`src/inc/irq_prio_pkg.sv`:
```
package irq_prio_pkg;
    // Byte offsets on the register bus
    localparam logic [7:0] prio16_off      = 8'h00;
    localparam logic [7:0] prio17_off      = 8'h04;
    localparam logic [7:0] prio18_off      = 8'h08;
    localparam logic [7:0] prio19_off      = 8'h0c;
    localparam logic [7:0] level_vec_off   = 8'h10;
    localparam logic [7:0] flag_off        = 8'h14;
    localparam logic [7:0] enable_off      = 8'h18;
    localparam logic [7:0] control_one_off = 8'h1c;
    localparam logic [7:0] cpu_ctrl_off    = 8'h20;
    localparam logic [7:0] evt_status_off  = 8'h24;
    localparam logic [7:0] evt_clear_off   = 8'h28;
    localparam logic [7:0] evt_enable_off  = 8'h2c;

    // Sources, in natural vector order
    localparam int num_src = 11;
    localparam int num_trap = 4;

    // Field positions (low bit of each 3-bit field)
    localparam int crc_err_lsb     = 12;
    localparam int serial2_err_lsb = 8;
    localparam int serial1_err_lsb = 4;
    localparam int can_tx_lsb      = 8;
    localparam int dma7_lsb        = 4;
    localparam int dma6_lsb        = 0;
    localparam int encoder2_lsb    = 12;
    localparam int pwm2_fault_lsb  = 8;
    localparam int pwm2_lsb        = 4;
    localparam int dac_left_lsb    = 12;
    localparam int dac_right_lsb   = 8;

    // Writable masks of the priority registers
    localparam logic [15:0] prio16_mask = 16'h7770;
    localparam logic [15:0] prio17_mask = 16'h0777;
    localparam logic [15:0] prio18_mask = 16'h7770;
    localparam logic [15:0] prio19_mask = 16'h7700;

    // Reset values: level 4 except the pwm2 fault and dac right fields
    localparam logic [15:0] prio16_rst = 16'h4440;
    localparam logic [15:0] prio17_rst = 16'h0444;
    localparam logic [15:0] prio18_rst = 16'h4040;
    localparam logic [15:0] prio19_rst = 16'h4000;

    // Status register fields and the nesting disable bit of control one
    localparam int level_lsb   = 8;
    localparam int vector_lsb  = 0;
    localparam int nest_dis_bit = 15;

    // Vector codes: traps first, then user sources
    localparam logic [6:0] src_vec_base = 7'h08;
    localparam logic [3:0] trap_level_base = 4'h8;
    localparam logic [2:0] level_max_user = 3'h7;

    // Timed disable interval
    localparam int disable_time_ns = 1000;
    localparam int clk_period_ns   = 50;
    localparam int disable_cycles  = (disable_time_ns + clk_period_ns - 1) / clk_period_ns;

    // Event bits
    localparam int evt_take   = 0;
    localparam int evt_return = 1;
    localparam int num_evt    = 2;

    typedef enum logic [1:0] {
        st_idle    = 2'b00,
        st_service = 2'b01,
        st_trap    = 2'b10
    } cpu_state_type;
endpackage : irq_prio_pkg

```
`src/interrupt_priority_control.sv`:
```
// Implementation choices: the register addresses and register access over AHB-Lite.
`timescale 1ns/1ps
module interrupt_priority_control (
    // Clock and reset
    input  wire logic        clk,
    input  wire logic        sys_rst,
    // Register bus
    input  wire logic [31:0] haddr,
    input  wire logic [1:0]  htrans,
    input  wire logic        hwrite,
    input  wire logic [2:0]  hsize,
    input  wire logic [31:0] hwdata,
    input  wire logic        hsel,
    input  wire logic        hready,
    output logic      [31:0] hrdata,
    output logic             hreadyout,
    output logic             hresp,
    // Source and trap events
    input  wire logic [irq_prio_pkg::num_src-1:0]  src_event,
    input  wire logic [irq_prio_pkg::num_trap-1:0] trap_event,
    // CPU handshake
    input  wire logic        irq_ack,
    input  wire logic        irq_return,
    input  wire logic        timed_disable,
    // Status to the CPU
    output logic             irq_req,
    output logic      [3:0]  irq_level,
    output logic      [6:0]  irq_vector,
    output logic      [3:0]  cpu_level,
    // Event interrupt
    output logic             irq_out
);
    import irq_prio_pkg::*;

    // Eleven user sources and
    // four traps compete for
    // the CPU. A user source
    // has a 3-bit level and is
    // off at level zero.
    // Traps sit at 8 to 11 and
    // pass every mask.
    // The winner is registered
    // each cycle, so level and
    // vector always agree.
    // Sources come from logic
    // on this clock and are
    // not synchronised.
    // Transfer size is ignored:
    // each register is a word.

    // All state of the block
    typedef struct packed {
        // Priority registers
        logic [15:0]         prio16;      // priority_reg_16
        logic [15:0]         prio17;      // priority_reg_17
        logic [15:0]         prio18;      // priority_reg_18
        logic [15:0]         prio19;      // priority_reg_19
        // Flags and enables
        logic [num_src-1:0]  flag;        // Source flags
        logic [num_src-1:0]  enable;      // Source enables
        logic                nest_dis;    // Nesting disable
        logic [num_trap-1:0] trap_flag;   // Trap status flags
        // CPU level tracking
        logic [3:0]          cpu_lvl;     // Current CPU level
        logic [3:0]          saved_lvl;   // Level before nesting
        logic [3:0]          lvl_stack;   // Level saved on take
        logic [15:0]         dis_cnt;     // Timed disable counter
        // Status snapshot
        logic [3:0]          new_lvl;     // Status level field
        logic [6:0]          vec;         // Status vector field
        logic                req;         // Pending request
        // Event interrupt
        logic [num_evt-1:0]  evt_stat;    // Sticky events
        logic [num_evt-1:0]  evt_en;      // Event enables
        // Bus data phase
        logic                ph_valid;    // Data phase pending
        logic                ph_write;    // Data phase is write
        logic [7:0]          ph_addr;     // Data phase address
        logic [31:0]         rdata;       // Read data
        // Service state
        cpu_state_type       state;       // Servicing state
    } state_type;

    // One register holds the
    // whole state, so reset
    // and the next-state copy
    // always stay in step.
    state_type s_r;   // Registered state
    state_type s_nxt; // Next state

    // Arbitration and bus helpers
    logic [2:0]  prio_f [num_src];   // Per-source priority
    logic [3:0]  best_lvl;           // Winning level
    logic [6:0]  best_vec;           // Winning vector code
    logic        best_hit;           // Any eligible source
    logic [3:0]  mask_lvl;           // Effective mask level
    logic [15:0] rd_mux;             // Read multiplexer
    logic [num_evt-1:0] evt_set;     // Event pulses

    // Index, register, code:
    //  0 crc error    16  4
    //  1 serial2 err  16  5
    //  2 serial1 err  16  6
    //  3 can transmit 17  7
    //  4 dma ch 7     17  8
    //  5 dma ch 6     17  9
    //  6 encoder 2    18 10
    //  7 pwm 2 fault  18 11
    //  8 pwm 2        18 12
    //  9 dac left     19 13
    // 10 dac right    19 14
    // Codes 0..3 are traps.
    // Field extraction for each source
    always_comb begin
        prio_f[0]  = s_r.prio16[crc_err_lsb+:3];
        prio_f[1]  = s_r.prio16[serial2_err_lsb+:3];
        prio_f[2]  = s_r.prio16[serial1_err_lsb+:3];
        prio_f[3]  = s_r.prio17[can_tx_lsb+:3];
        prio_f[4]  = s_r.prio17[dma7_lsb+:3];
        prio_f[5]  = s_r.prio17[dma6_lsb+:3];
        prio_f[6]  = s_r.prio18[encoder2_lsb+:3];
        prio_f[7]  = s_r.prio18[pwm2_fault_lsb+:3];
        prio_f[8]  = s_r.prio18[pwm2_lsb+:3];
        prio_f[9]  = s_r.prio19[dac_left_lsb+:3];
        prio_f[10] = s_r.prio19[dac_right_lsb+:3];
    end

    // Masks, weakest first:
    // CPU level; timed
    // disable (mask 6, so 7
    // still passes); nesting
    // disable in service
    // (mask 15, traps only).
    // A source must beat the
    // mask strictly, so CPU
    // level 7 stops all user
    // sources. Traps beat
    // users since they are
    // searched last. Result
    // is registered next edge.
    // Arbitration: traps first, then user sources by level
    always_comb begin
        best_hit = 1'b0;
        best_lvl = 4'h0;
        best_vec = 7'h00;

        // Timed disable raises the mask to 6, level 7 still passes
        mask_lvl = s_r.cpu_lvl;
        if (s_r.dis_cnt != 16'h0000 && s_r.cpu_lvl < 4'h6) begin
            mask_lvl = 4'h6;
        end

        // Nesting disabled: only traps preempt a running service
        if (s_r.nest_dis && s_r.state != st_idle) begin
            mask_lvl = 4'hf;
        end

        // Lowest index wins a tie since only a strictly higher level replaces
        for (int i = 0; i < num_src; i++) begin
            if (s_r.flag[i] && s_r.enable[i] && prio_f[i] != 3'h0 &&
                {1'b0, prio_f[i]} > mask_lvl && {1'b0, prio_f[i]} > best_lvl) begin
                best_hit = 1'b1;
                best_lvl = {1'b0, prio_f[i]};
                best_vec = 7'(i) + 7'(num_trap);
            end
        end

        // Traps ignore every mask, highest index highest level
        for (int t = 0; t < num_trap; t++) begin
            if (s_r.trap_flag[t]) begin
                best_hit = 1'b1;
                best_lvl = trap_level_base + 4'(t);
                best_vec = 7'(t);
            end
        end
    end

    // The address comes from
    // the registered address
    // phase, so the mux holds
    // still for the data phase.
    // Reserved bits read zero.
    // Event enable reads back;
    // event clear is write-only
    // and reads as zero.
    // Register read multiplexer
    always_comb begin
        rd_mux = 16'h0000;
        if (s_r.ph_addr == prio16_off) begin
            rd_mux = s_r.prio16;
        end else if (s_r.ph_addr == prio17_off) begin
            rd_mux = s_r.prio17;
        end else if (s_r.ph_addr == prio18_off) begin
            rd_mux = s_r.prio18;
        end else if (s_r.ph_addr == prio19_off) begin
            rd_mux = s_r.prio19;
        end else if (s_r.ph_addr == level_vec_off) begin
            rd_mux = {4'h0, s_r.new_lvl, 1'b0, s_r.vec};
        end else if (s_r.ph_addr == flag_off) begin
            rd_mux = 16'(s_r.flag);
        end else if (s_r.ph_addr == enable_off) begin
            rd_mux = 16'(s_r.enable);
        end else if (s_r.ph_addr == control_one_off) begin
            rd_mux = {s_r.nest_dis, 11'h000, s_r.trap_flag};
        end else if (s_r.ph_addr == cpu_ctrl_off) begin
            rd_mux = {12'h000, s_r.cpu_lvl};
        end else if (s_r.ph_addr == evt_status_off) begin
            rd_mux = 16'(s_r.evt_stat);
        end else if (s_r.ph_addr == evt_enable_off) begin
            rd_mux = 16'(s_r.evt_en);
        end else begin
            rd_mux = 16'h0000; // Unmapped reads zero
        end
    end

    // A take counts only when
    // a request stood; a
    // return counts only
    // inside a service.
    // Event pulses: interrupt taken and return
    assign evt_set = {irq_return && s_r.state != st_idle, irq_ack && s_r.req};

    // Steps in order: flag
    // events, disable count,
    // bus writes, stickiness,
    // address phase, status
    // snapshot, take/return.
    // Later steps win: a take
    // or return sets the CPU
    // level even if the bus
    // wrote it that cycle.
    // A flag write ORs in new
    // events, so set wins.
    // Next-state logic
    always_comb begin
        s_nxt = s_r;
        s_nxt.ph_valid = 1'b0;
        // Hardware events set flags
        s_nxt.flag      = s_r.flag | src_event;
        s_nxt.trap_flag = s_r.trap_flag | trap_event;

        // Timed disable countdown
        if (timed_disable) begin
            s_nxt.dis_cnt = 16'(disable_cycles);
        end else if (s_r.dis_cnt != 16'h0000) begin
            s_nxt.dis_cnt = s_r.dis_cnt - 16'h0001;
        end

        // Data phase write
        if (s_r.ph_valid && s_r.ph_write) begin
            if (s_r.ph_addr == prio16_off) begin
                s_nxt.prio16 = hwdata[15:0] & prio16_mask;
            end else if (s_r.ph_addr == prio17_off) begin
                s_nxt.prio17 = hwdata[15:0] & prio17_mask;
            end else if (s_r.ph_addr == prio18_off) begin
                s_nxt.prio18 = hwdata[15:0] & prio18_mask;
            end else if (s_r.ph_addr == prio19_off) begin
                s_nxt.prio19 = hwdata[15:0] & prio19_mask;
            end else if (s_r.ph_addr == flag_off) begin
                // Software writes flags; new events still win
                s_nxt.flag = hwdata[num_src-1:0] | src_event;
            end else if (s_r.ph_addr == enable_off) begin
                s_nxt.enable = hwdata[num_src-1:0];
            end else if (s_r.ph_addr == control_one_off) begin
                s_nxt.nest_dis  = hwdata[nest_dis_bit];
                s_nxt.trap_flag = hwdata[num_trap-1:0] | trap_event;
            end else if (s_r.ph_addr == cpu_ctrl_off) begin
                s_nxt.cpu_lvl = hwdata[3:0];
            end else if (s_r.ph_addr == evt_clear_off) begin
                s_nxt.evt_stat = s_r.evt_stat & ~hwdata[num_evt-1:0];
            end else if (s_r.ph_addr == evt_enable_off) begin
                s_nxt.evt_en = hwdata[num_evt-1:0];
            end
        end

        // Sticky events: set wins over clear
        s_nxt.evt_stat = s_nxt.evt_stat | evt_set;

        // Address phase capture
        if (hsel && hready && htrans[1]) begin
            s_nxt.ph_valid = 1'b1;
            s_nxt.ph_write = hwrite;
            s_nxt.ph_addr  = haddr[7:0];
        end
        s_nxt.rdata = (s_r.ph_valid && !s_r.ph_write) ? {16'h0000, rd_mux} : s_r.rdata;

        // Status register tracks the winning request
        s_nxt.req     = best_hit;
        s_nxt.new_lvl = best_hit ? best_lvl : s_r.cpu_lvl;
        s_nxt.vec     = best_hit ? best_vec : 7'h00;

        // Two saved levels only:
        // deeper nesting loses
        // the oldest level, so
        // software nesting more
        // must keep its own.
        // Service sequencing
        case (s_r.state)
            st_idle, st_service, st_trap: begin
                if (irq_ack && s_r.req) begin
                    // Take: save current level and raise to the new one
                    s_nxt.lvl_stack = s_r.cpu_lvl;
                    s_nxt.saved_lvl = s_r.lvl_stack;
                    s_nxt.cpu_lvl   = s_r.new_lvl;
                    s_nxt.state     = (s_r.new_lvl >= trap_level_base) ? st_trap : st_service;
                end else if (irq_return && s_r.state != st_idle) begin
                    // Return restores the saved level; flags still set re-request
                    s_nxt.cpu_lvl   = s_r.lvl_stack;
                    s_nxt.lvl_stack = s_r.saved_lvl;
                    s_nxt.state     = (s_r.lvl_stack == 4'h0) ? st_idle : st_service;
                end
            end
            default: begin
                s_nxt.state = st_idle;
            end
        endcase
    end

    // Asynchronous reset sets
    // only constants: level 4
    // everywhere but pwm 2
    // fault and dac right,
    // which start disabled.
    // State register
    always_ff @(posedge clk or posedge sys_rst) begin
        if (sys_rst) begin
            s_r           <= '0;
            s_r.prio16    <= prio16_rst;
            s_r.prio17    <= prio17_rst;
            s_r.prio18    <= prio18_rst;
            s_r.prio19    <= prio19_rst;
            s_r.state     <= st_idle;
        end else begin
            s_r <= s_nxt;
        end
    end

    // Writes take no wait
    // state; reads take one
    // while the mux result is
    // registered. hrdata then
    // holds until the next
    // read completes. The
    // response is always okay.
    // irq_out is high while an
    // enabled sticky event is set.
    // Outputs
    assign hrdata     = s_r.rdata;
    assign hreadyout  = !s_r.ph_valid || !s_r.ph_write ? !s_r.ph_valid : 1'b1;
    assign hresp      = 1'b0;
    assign irq_req    = s_r.req;
    assign irq_level  = s_r.new_lvl;
    assign irq_vector = s_r.vec;
    assign cpu_level  = s_r.cpu_lvl;
    assign irq_out    = |(s_r.evt_stat & s_r.evt_en);
endmodule : interrupt_priority_control

```
`config.mk`:
```
export PLATFORM = sky130hd
export DESIGN_NAME = interrupt_priority_control
export DESIGN_NICKNAME = d
export VERILOG_FILES = /design/src/inc/irq_prio_pkg.sv /design/src/interrupt_priority_control.sv
export SDC_FILE = /design/constraint.sdc
export NUM_CORES = 1
export LEC_CHECK = 0
export ABC_AREA = 1
export BUFFER_PORTS_ARGS = -buffer_cell sky130_fd_sc_hd__buf_2
export CORE_MARGIN = 2
export CORE_UTILIZATION = 55
export CTS_CLUSTER_DIAMETER = 120
export DETAILED_ROUTE_END_ITERATION = 12
export PLACE_DENSITY_LB_ADDON = 0.1
export SYNTH_ARGS = -nofsm -noshare
export SYNTH_HDL_FRONTEND = slang
export SYNTH_SLANG_ARGS = --single-unit
```
`constraint.sdc`:
```
create_clock -name clk -period 14.35 [get_ports clk]
set_input_delay 2.87 -clock clk [delete_from_list [all_inputs] [get_ports clk]]
set_output_delay 2.87 -clock clk [all_outputs]
set_load 0.01 [all_outputs]
```
After elaboration in Yosys (flattened, before gate mapping)
Index checks and enable logic that the tools add are counted.
- logic and storage cells: 261
- bits of input ports: 92
- flip-flop bits (word level): 132
- output and inout bits: 51
- $lt $le $gt $ge: 24
- bitwise gates (word level): 17
- mux-type cells: 99
- equality and inequality tests: 14
- reductions and logical operators: 84
- add/subtract/negate cells: 1
- operators by type and width (operator ; number):
    2-to-1 mux 16 bit ; 10
    2-to-1 mux 31 bit ; 5
    2-to-1 mux 4 bit ; 33
    2-to-1 mux 7 bit ; 15
    > comparator 3 x 4 -> 1 bit ; 20
    logical AND 1 bit ; 52
    nonzero test 3 bit ; 11
    == test 8 x 5 -> 1 bit (second input constant) ; 4
    == test 8 x 6 -> 1 bit (second input constant) ; 4
    2-to-1 mux 11 bit ; 2
    OR 11 bit ; 2
    2-to-1 mux 20 bit ; 1
    2-to-1 mux 2 bit ; 9
    2-to-1 mux 1 bit ; 17
    == test 8 x 4 -> 1 bit (second input constant) ; 2
    nonzero test 16 bit ; 1
    subtractor 16 x 1 -> 16 bit (second input constant) ; 1
    2-to-1 mux 12 bit ; 1
    AND reduction 11 bit ; 1
    2-to-1 mux 10 bit ; 1
    2-to-1 mux 3 bit ; 3
    2-to-1 mux 9 bit ; 1
    inverter 1 bit ; 9
    == test 8 x 3 -> 1 bit (second input constant) ; 1
    other kinds (26) ; 33

Depth between registers and ports, before layout
Gate-level depths: netlist of run 1.
- depth in word-level cells: 43
- mapped depth: 105
- gate-level depth less buffers: 105

Least setup slack after synthesis of run 1
OpenSTA, ideal clock, no wires.
- path type: register -> register
- start: register s_r[60] in the netlist's numbering
- end: register s_r (netlist bit irq_level[1])
- library setup time: 0.131 ns
- data arrival time: 12.877 ns
- cell stages (with the launch flop): 98
- required time: 14.219 ns
- path slack: 1.341 ns
- clock period less this slack: 13.009 ns
- path buffers: 0
- cells stage by stage: dfrtp_1 > inv_1 > ha_1 > nand4_1 > nor3_1 > and2_1 > nor2_1 > o21a_1 > o21ai_0 > ha_1 > nand3_1 > nand3_1 > nor2_4 > nand2_1 > nor2_1 > inv_1 > ha_1 > nand2_1 > [62 not listed] > nor4_1 > nand3_1 > inv_1 > nand2_1 > o21a_1 > ha_1 > inv_1 > nor2_1 > a311oi_1 > nand3_1 > nand2_1 > inv_1 > nand2_1 > inv_1 > nand3_2 > inv_1 > nand2_1 > nand4_1
- RTL lines (item ; line ; source):
    start, declared ; interrupt_priority_control.sv:88 ; state_type s_r;
    start signal, assigned ; interrupt_priority_control.sv:334 ; s_r <= s_nxt;

==> results of run 1 <==
[layout make-up]
class / instances / area, um2 / share of cell area (%)
timing repair buffer: 98 / 543.0 / 5.649
sequential: 129 / 3239 / 33.70
clock inverter: 10 / 111.4 / 1.158
clock buffer: 20 / 466.7 / 4.855
multi-input combinational: 780 / 4414 / 45.92
tap: 188 / 235.2 / 2.447
inverter: 159 / 603.1 / 6.274
[metal layers]
layer | vias to the layer above | GRT usage, %
met5 | - | 0
met4 | 0 | 10.49
met3 | 59 | 4.782
met2 | 258 | 47.97
met1 | 3654 | 40.28
li1 | 3814 | -
[flip-flops by register name (all words and copies together) (netlist names)]
register / cells
s_r: 67
prio_f: 33
hrdata: 16
cpu_level: 4
irq_level: 4
irq_vector: 4
irq_req: 1
[path summary, 6_finish.rpt]
kind | to | slack, ns | start
max reg2reg | irq_level[0]$_DFF_PP0_ | 1.06 | s_r[60]$_DFFE_PP0P_
max in group asynchronous | hrdata[5]$_DFFE_PP0P_ | 10.49 | sys_rst
min in group asynchronous | s_r[61]$_DFFE_PP0P_ | 2.48 | sys_rst
max | irq_level[0]$_DFF_PP0_ | 1.06 | s_r[60]$_DFFE_PP0P_
min reg2reg | s_r[67]$_DFFE_PP0P_ | 0.47 | s_r[67]$_DFFE_PP0P_
min | s_r[67]$_DFFE_PP0P_ | 0.47 | s_r[67]$_DFFE_PP0P_
[synthesized netlist by cell type, types with 11 or more instances]
cell,n
nor2_1,79
buf_4,48
nor3_1,23
inv_1,154
o21ai_2,12
a211oi_1,11
nand3_1,50
clkbuf_1,13
dfrtp_1,120
o21ai_0,131
nand2_1,236
nand2_2,11
a21oi_1,53
ha_1,62
[worst max-delay path, delay by kind of cell (launching register included)]
| kind | cells | cell delay, ns |
|---|---|---|
| AO/OA/AOI/OAI | 17 | 2.49 |
| AND/OR/NAND/NOR | 55 | 6.32 |
| buffers and inverters | 10 | 0.91 |
| flip-flops | 1 | 0.40 |
| adder cells (fa/ha/maj) | 12 | 3.03 |
[cell usage in the layout, fill, tap and decap left out, drive strengths merged, types with 3 or more instances in the layout]
cell type    n
nand2      252
inv        155
o21ai      143
dfrtp      120
buf         98
nor2        80
ha          62
nand3       59
a21oi       53
nor3        23
conb        20
clkbuf      20
a211oi      11
dfstp        9
a311oi       9
clkinv       9
nand4        8
o211ai       8
o221ai       7
or2          6
o311ai       5
o21bai       4
a32oi        4
o2111ai      4
o21a         3
nor4         3
clkinvlp     3
[kinds of logic (layout without fill, tap and decap cells)]
kind of cell | after synthesis | in the layout | synth area share, %
other cells | 1 | 20 | 0.04397
simple gates | 434 | 436 | 22.28
compound gates | 260 | 260 | 18.35
fa+ha+maj | 62 | 62 | 9.095
buf+inv | 222 | 287 | 11.98
flops | 129 | 129 | 37.98
mux | 2 | 2 | 0.2640
[per-stage QoR]
step	total power, mW	area (um2)	setup TNS, ns	worst slack [ns]	utilization, %
floorplan	0.8492	8601	0	1.341	-
global placement	0.9569	8862	0	0.4008	58.30
detailed placement	0.9720	8862	0	0.2367	58.30
CTS	1.400	9440	0	0.1632	62.10
global route	1.530	9613	-0.4886	-0.1755	63.23
finish	1.429	9613	0	1.061	63.23
[repair_timing]
action,CTS,global route
endpoints found under the setup margin,0,8
hold buffers,0,0
resized for setup,0,22
buffers inserted,0,13
[power breakdown]
| part | total (mW) | internal [mW] | switching (mW) |
|---|---|---|---|
| clock network | 0.424 | 0.266 | 0.158 |
| registers | 0.452 | 0.409 | 0.0433 |
| logic | 0.553 | 0.210 | 0.342 |
| total | 1.43 | 0.885 | 0.544 |
==> results.md, run 1 <==
- Critical Path Slowest Stage Cell: dfrtp_1
- Residual DRC: 0
- Initial antenna violation count: 0
- Synth area leader: dfrtp_1
- Status: completed
- Seq cells post-synth: 129
- Relative slew slack: 33.36%
- EDFF count, synth: 0
- Worst setup EP type: flop
- Critical Path Most Common Cell: nand2_1
- Synth Instances: 1,110
- Worst skew pair latency: 0.42 ns
- Worst path max stage delay: 0.40 ns
- Clk buf depth: 2
- LEAKAGE: 5.103 nW
- Crit path max fanout: 8
- Diode count: 0
- Chip Width: 128.5 um
- Mean number of vias per cell: 5.625
- WL met3: 1442 um
- Critical path type: reg2reg
- Pwr/cell area: 148.6 mW/mm2
- Vias in the first global route: 7,230
- Post-route minimum period: 13.29 ns
- Syn_area_per_cell: 7.684 um2
- Final Hold Viols: 0
- Via Count: 7,785
- Placer Congestion: 0.9360
- Worst-Margin Slew: 0.9996 ns
- First-pass GRT wire length: 37,410 um
- Async S/R FF share, synth: 100.0%
- CTS Root Cell: clkbuf_16
- CTS tree: done
- Hold Slack: 0.4722 ns
- IO Pins: 143
- Worst min path class: reg2reg
- Final setup viols: 0
- Hold depth: 1
- Post-synth top flop: dfrtp_1
- DR iter-0 viols: 611
- Worst path required time: 14.65 ns
- Ys Warns: 0
- Port Buffers: 77
- Worst r2r path cells: 94
- Sequential share of the synthesized area: 37.98%
- Metal-1 WL: 10,420 um
- Final cell count without fillers: 1,384
- Nets: 1,339
- Final wirelength: 23,700 um
- Post-DR wirelength/cell: 17.12 um
- Core ar.: 0.01520 mm2
- VDD IR-drop max: 0.1313 mV
- Die area: 0.01652 mm2
- Metal2 WL: 11,010 um
- Synth top area cells: dfrtp_1 (35%), nand2_1 (10%), ha_1 (9.1%)
- Final Max Tran Viols: 0
- Clock sink count: 129
- Largest net degree at the start of global routing: 78
- DRT Pass-1 Iters: 7
- Top sig layer: met4
- Gr usage total: 29.49%
- Yosys cell types: 48
- Filler cells: 1,401
- Fmax: 75.25 MHz
- Synth top area share: 35.21%
- Total grt overflow: 0
- Crit share post-route: 92.61%
- Clock slew at reported path FFs: 0.06 ns
- WP data arrival: 13.59 ns
- Detail Route Antenna Nets: 0
- Initial Util: 56.11%
- Area growth from synthesis to layout: 12.70%
- TritonCTS Buffers: 17
- Cells after DPL: 1,339
- Row cnt: 45
- Startpoint Class: flop
- HPWL Detailed: 17,470 um
- Max cap viols: 0
- Setup Skew: 0.006622 ns
- Die H: 128.5 um
- Layout cells sized above 1: 16.81%
- Depth of the CTS H-tree: 4
- Mapped cell area: 0.008529 mm2
Note: power is estimated with default switching activity, not from simulation.
==> run 2: changes to the inputs <==
--- a/config.mk
+++ b/config.mk
@@ -8,10 +8,11 @@
 export ABC_AREA = 1
 export BUFFER_PORTS_ARGS = -buffer_cell sky130_fd_sc_hd__buf_2
 export CORE_MARGIN = 2
-export CORE_UTILIZATION = 55
+export CORE_UTILIZATION = 35
 export CTS_CLUSTER_DIAMETER = 120
 export DETAILED_ROUTE_END_ITERATION = 12
 export PLACE_DENSITY_LB_ADDON = 0.1
+export REMOVE_ABC_BUFFERS = 1
 export SYNTH_ARGS = -nofsm -noshare
 export SYNTH_HDL_FRONTEND = slang
 export SYNTH_SLANG_ARGS = --single-unit
==> run 2 against run 1 <==
Net effect: cell count grew 10%; sequential share of layout area decreased by 1.5 points; largest cell class unchanged; total power up 5.3%; combinational power up 6.5%; non-clock buffer count rose by 5; critical path depth stayed put; critical path type unchanged; critical endpoint is now irq_level[1]$_DFF_PP0_; wire length rose by 10%.
==> results.md, run 2 (synthesized netlist as in run 1, its figures left out) <==
- Status: completed (unchanged)
- Row cnt: 57 (was 45)
- Diode count: 0 (unchanged)
- Port Buffers: 77 (unchanged)
- Nets: 1,342 (was 1,339)
- Fmax: 75.66 MHz (was 75.25 MHz)
- Mean number of vias per cell: 4.963 (was 5.625)
- Worst r2r path cells: 94 (unchanged)
- Max reg flops: 67 (unchanged)
- IO Pins: 143 (unchanged)
- Critical path type: reg2reg (unchanged)
- Worst setup path endpoint: irq_level[1]$_DFF_PP0_ (was irq_level[0]$_DFF_PP0_)
- Final cell count without fillers: 1,525 (was 1,384)
- Largest net degree at the start of global routing: 70 (was 78)
- Max cap viols: 0 (unchanged)
- Filler cells: 2,568 (was 1,401)
- Clock sink count: 129 (unchanged)
- Depth of the CTS H-tree: 4 (unchanged)
- HPWL Detailed: 19,540 um (was 17,470 um)
- Top sig layer: met4 (unchanged)
- Area growth from synthesis to layout: 17.79% (was 12.70%)
- FF-to-FF setup slack: 1.13 ns (was 1.06 ns)
- Clk buf depth: 2 (unchanged)
- Cells after DPL: 1,481 (was 1,339)
- DRT Pass-1 Iters: 5 (was 7)
- Post-DR wirelength/cell: 17.12 um (about the same)
- Fin Setup TNS: 0 ns (unchanged)
- LEAKAGE: 5.185 nW (was 5.103 nW)
- Final setup viols: 0 (unchanged)
- Metal2 WL: 12,120 um (was 11,010 um)
- Worst setup EP type: flop (unchanged)
- Metal-1 WL: 12,490 um (was 10,420 um)
- WL met3: 1025 um (was 1442 um)
- Residual DRC: 0 (unchanged)
- Gr usage total: 20.66% (was 29.49%)
- Setup Skew: 0.01357 ns (was 0.006622 ns)
- Detail Route Antenna Nets: 0 (unchanged)
- CTS Root Cell: clkbuf_16 (unchanged)
- Worst-Margin Slew: 1.007 ns (was 0.9996 ns)
- Final core occ: 41.68% (was 63.23%)
- CTS Hold Bufs: 0 (unchanged)
- Leading cell types in the layout, fill and taps excluded: nand2_1 (229), inv_1 (148), o21ai_0 (126) (was nand2_1 (235), inv_1 (152), o21ai_0 (127))
- Clock slew at reported path FFs: 0.06 ns (about the same)
- Worst Setup SP: s_r[60]$_DFFE_PP0P_ (unchanged)
- Total grt overflow: 0 (unchanged)
- First-pass GRT wire length: 40,970 um (was 37,410 um)
- Worst path required time: 14.64 ns (was 14.65 ns)
- Post-route minimum period: 13.22 ns (was 13.29 ns)
- Placer Congestion: 0.8470 (was 0.9360)
- Chip Width: 160.1 um (was 128.5 um)
- Worst min path class: reg2reg (unchanged)
- CTS tree: done (unchanged)
- Startpoint Class: flop (unchanged)
- Final Hold Viols: 0 (unchanged)
- Critical Path Slowest Stage Cell: dfrtp_1 (unchanged)
- Pwr/cell area: 149.7 mW/mm2 (was 148.6 mW/mm2)
- Critical R2R Launch: s_r[60]$_DFFE_PP0P_ (unchanged)
- Final Max Tran Viols: 0 (unchanged)
- VDD IR-drop max: 0.06979 mV (was 0.1313 mV)
- Worst skew pair latency: 0.42 ns (about the same)
- DR iter-0 viols: 475 (was 611)
- Final wirelength: 26,110 um (was 23,700 um)
- Initial Util: 35.38% (was 56.11%)
- Largest Register: s_r (unchanged)
- Crit path max fanout: 8 (unchanged)
- Initial antenna violation count: 0 (unchanged)
- Core ar.: 0.02411 mm2 (was 0.01520 mm2)
- Worst path max stage delay: 0.39 ns (was 0.40 ns)
- Relative slew slack: 32.77% (was 33.36%)
- Layout cells sized above 1: 19.40% (was 16.81%)
- Die H: 160.1 um (was 128.5 um)
- Reg2reg end: irq_level[1]$_DFF_PP0_ (was irq_level[0]$_DFF_PP0_)
- Die area: 0.02564 mm2 (was 0.01652 mm2)
- TritonCTS Buffers: 17 (unchanged)
- Critical Path Most Common Cell: nand2_1 (unchanged)
- Vias in the first global route: 7,245 (was 7,230)
- WP data arrival: 13.50 ns (was 13.59 ns)
- Commonest non-fill, non-tap cell in the layout: nand2_1 (unchanged)
- Crit share post-route: 92.11% (was 92.61%)
- Via Count: 7,568 (was 7,785)
==> run 2: metrics by stage <==
stage / setup WS [ns] / instance area [um2] / power, mW / hold WS, ns
after floorplan: 1.333 / 8177 / 0.8270 / 0.4339
after global placement: 0.3261 / 9080 / 0.9727 / 0.4535
after detailed placement: 0.2063 / 9080 / 0.9811 / 0.4566
after CTS: 0.08855 / 9697 / 1.449 / 0.4722
after global routing: -0.06546 / 10050 / 1.620 / 0.4935
final: 1.133 / 10050 / 1.504 / 0.4709
==> run 2: layout make-up <==
cell class	instances	area, um2	share of cell area [%]
multi-input cells	778	4594	45.73
flip-flops and latches	129	3239	32.24
inverters	159	603.1	6.003
repair buffers	103	588.1	5.853
clock buffers	17	425.4	4.234
well taps	324	405.4	4.035
clock inverters	15	191.4	1.905
==> run 2: how the worst min path moves through the flow <==
stage | from | slack (ns) | cells past startpoint | endpoint
after CTS | s_r[67]$_DFFE_PP0P_ | 0.47 | 1 | s_r[67]$_DFFE_PP0P_
after detailed placement | s_r[67]$_DFFE_PP0P_ | 0.46 | 1 | s_r[67]$_DFFE_PP0P_
after floorplan | s_r[67]$_DFFE_PP0P_ | 0.43 | 1 | s_r[67]$_DFFE_PP0P_
after global routing | hrdata[11]$_DFFE_PP0P_ | 0.49 | 2 | hrdata[11]$_DFFE_PP0P_
after global placement | s_r[67]$_DFFE_PP0P_ | 0.45 | 1 | s_r[67]$_DFFE_PP0P_
final | s_r[67]$_DFFE_PP0P_ | 0.47 | 1 | s_r[67]$_DFFE_PP0P_
==> run 2: metal layers <==
| layer | vias to the layer above | track usage [%] |
|---|---|---|
| met3 | 26 | 3.558 |
| met5 | - | 0 |
| met1 | 3580 | 29.31 |
| li1 | 3815 | - |
| met2 | 147 | 32.76 |
| met4 | 0 | 5.201 |
==> run 2: worst max-delay path, delay by kind of cell, from the launching register on <==
kind	cells	cell delay [ns]
and+or+nand+nor	54	6.31
adders and majority gates	12	2.93
AOI/OAI and AO/OA	17	2.29
DFF	1	0.39
buffers and inverters	11	1.17
==> run 2: timing repair <==
item	4_1_cts	5_1_grt
setup buffers	0	12
resized for setup	0	61
hold endpoints to repair	0	0
endpoints found under the setup margin	0	8
==> run 2: where the power goes <==
| group | internal, mW | switching, mW |
|---|---|---|
| Clock | 0.290 | 0.171 |
| Sequential | 0.409 | 0.0455 |
| Combinational | 0.233 | 0.355 |
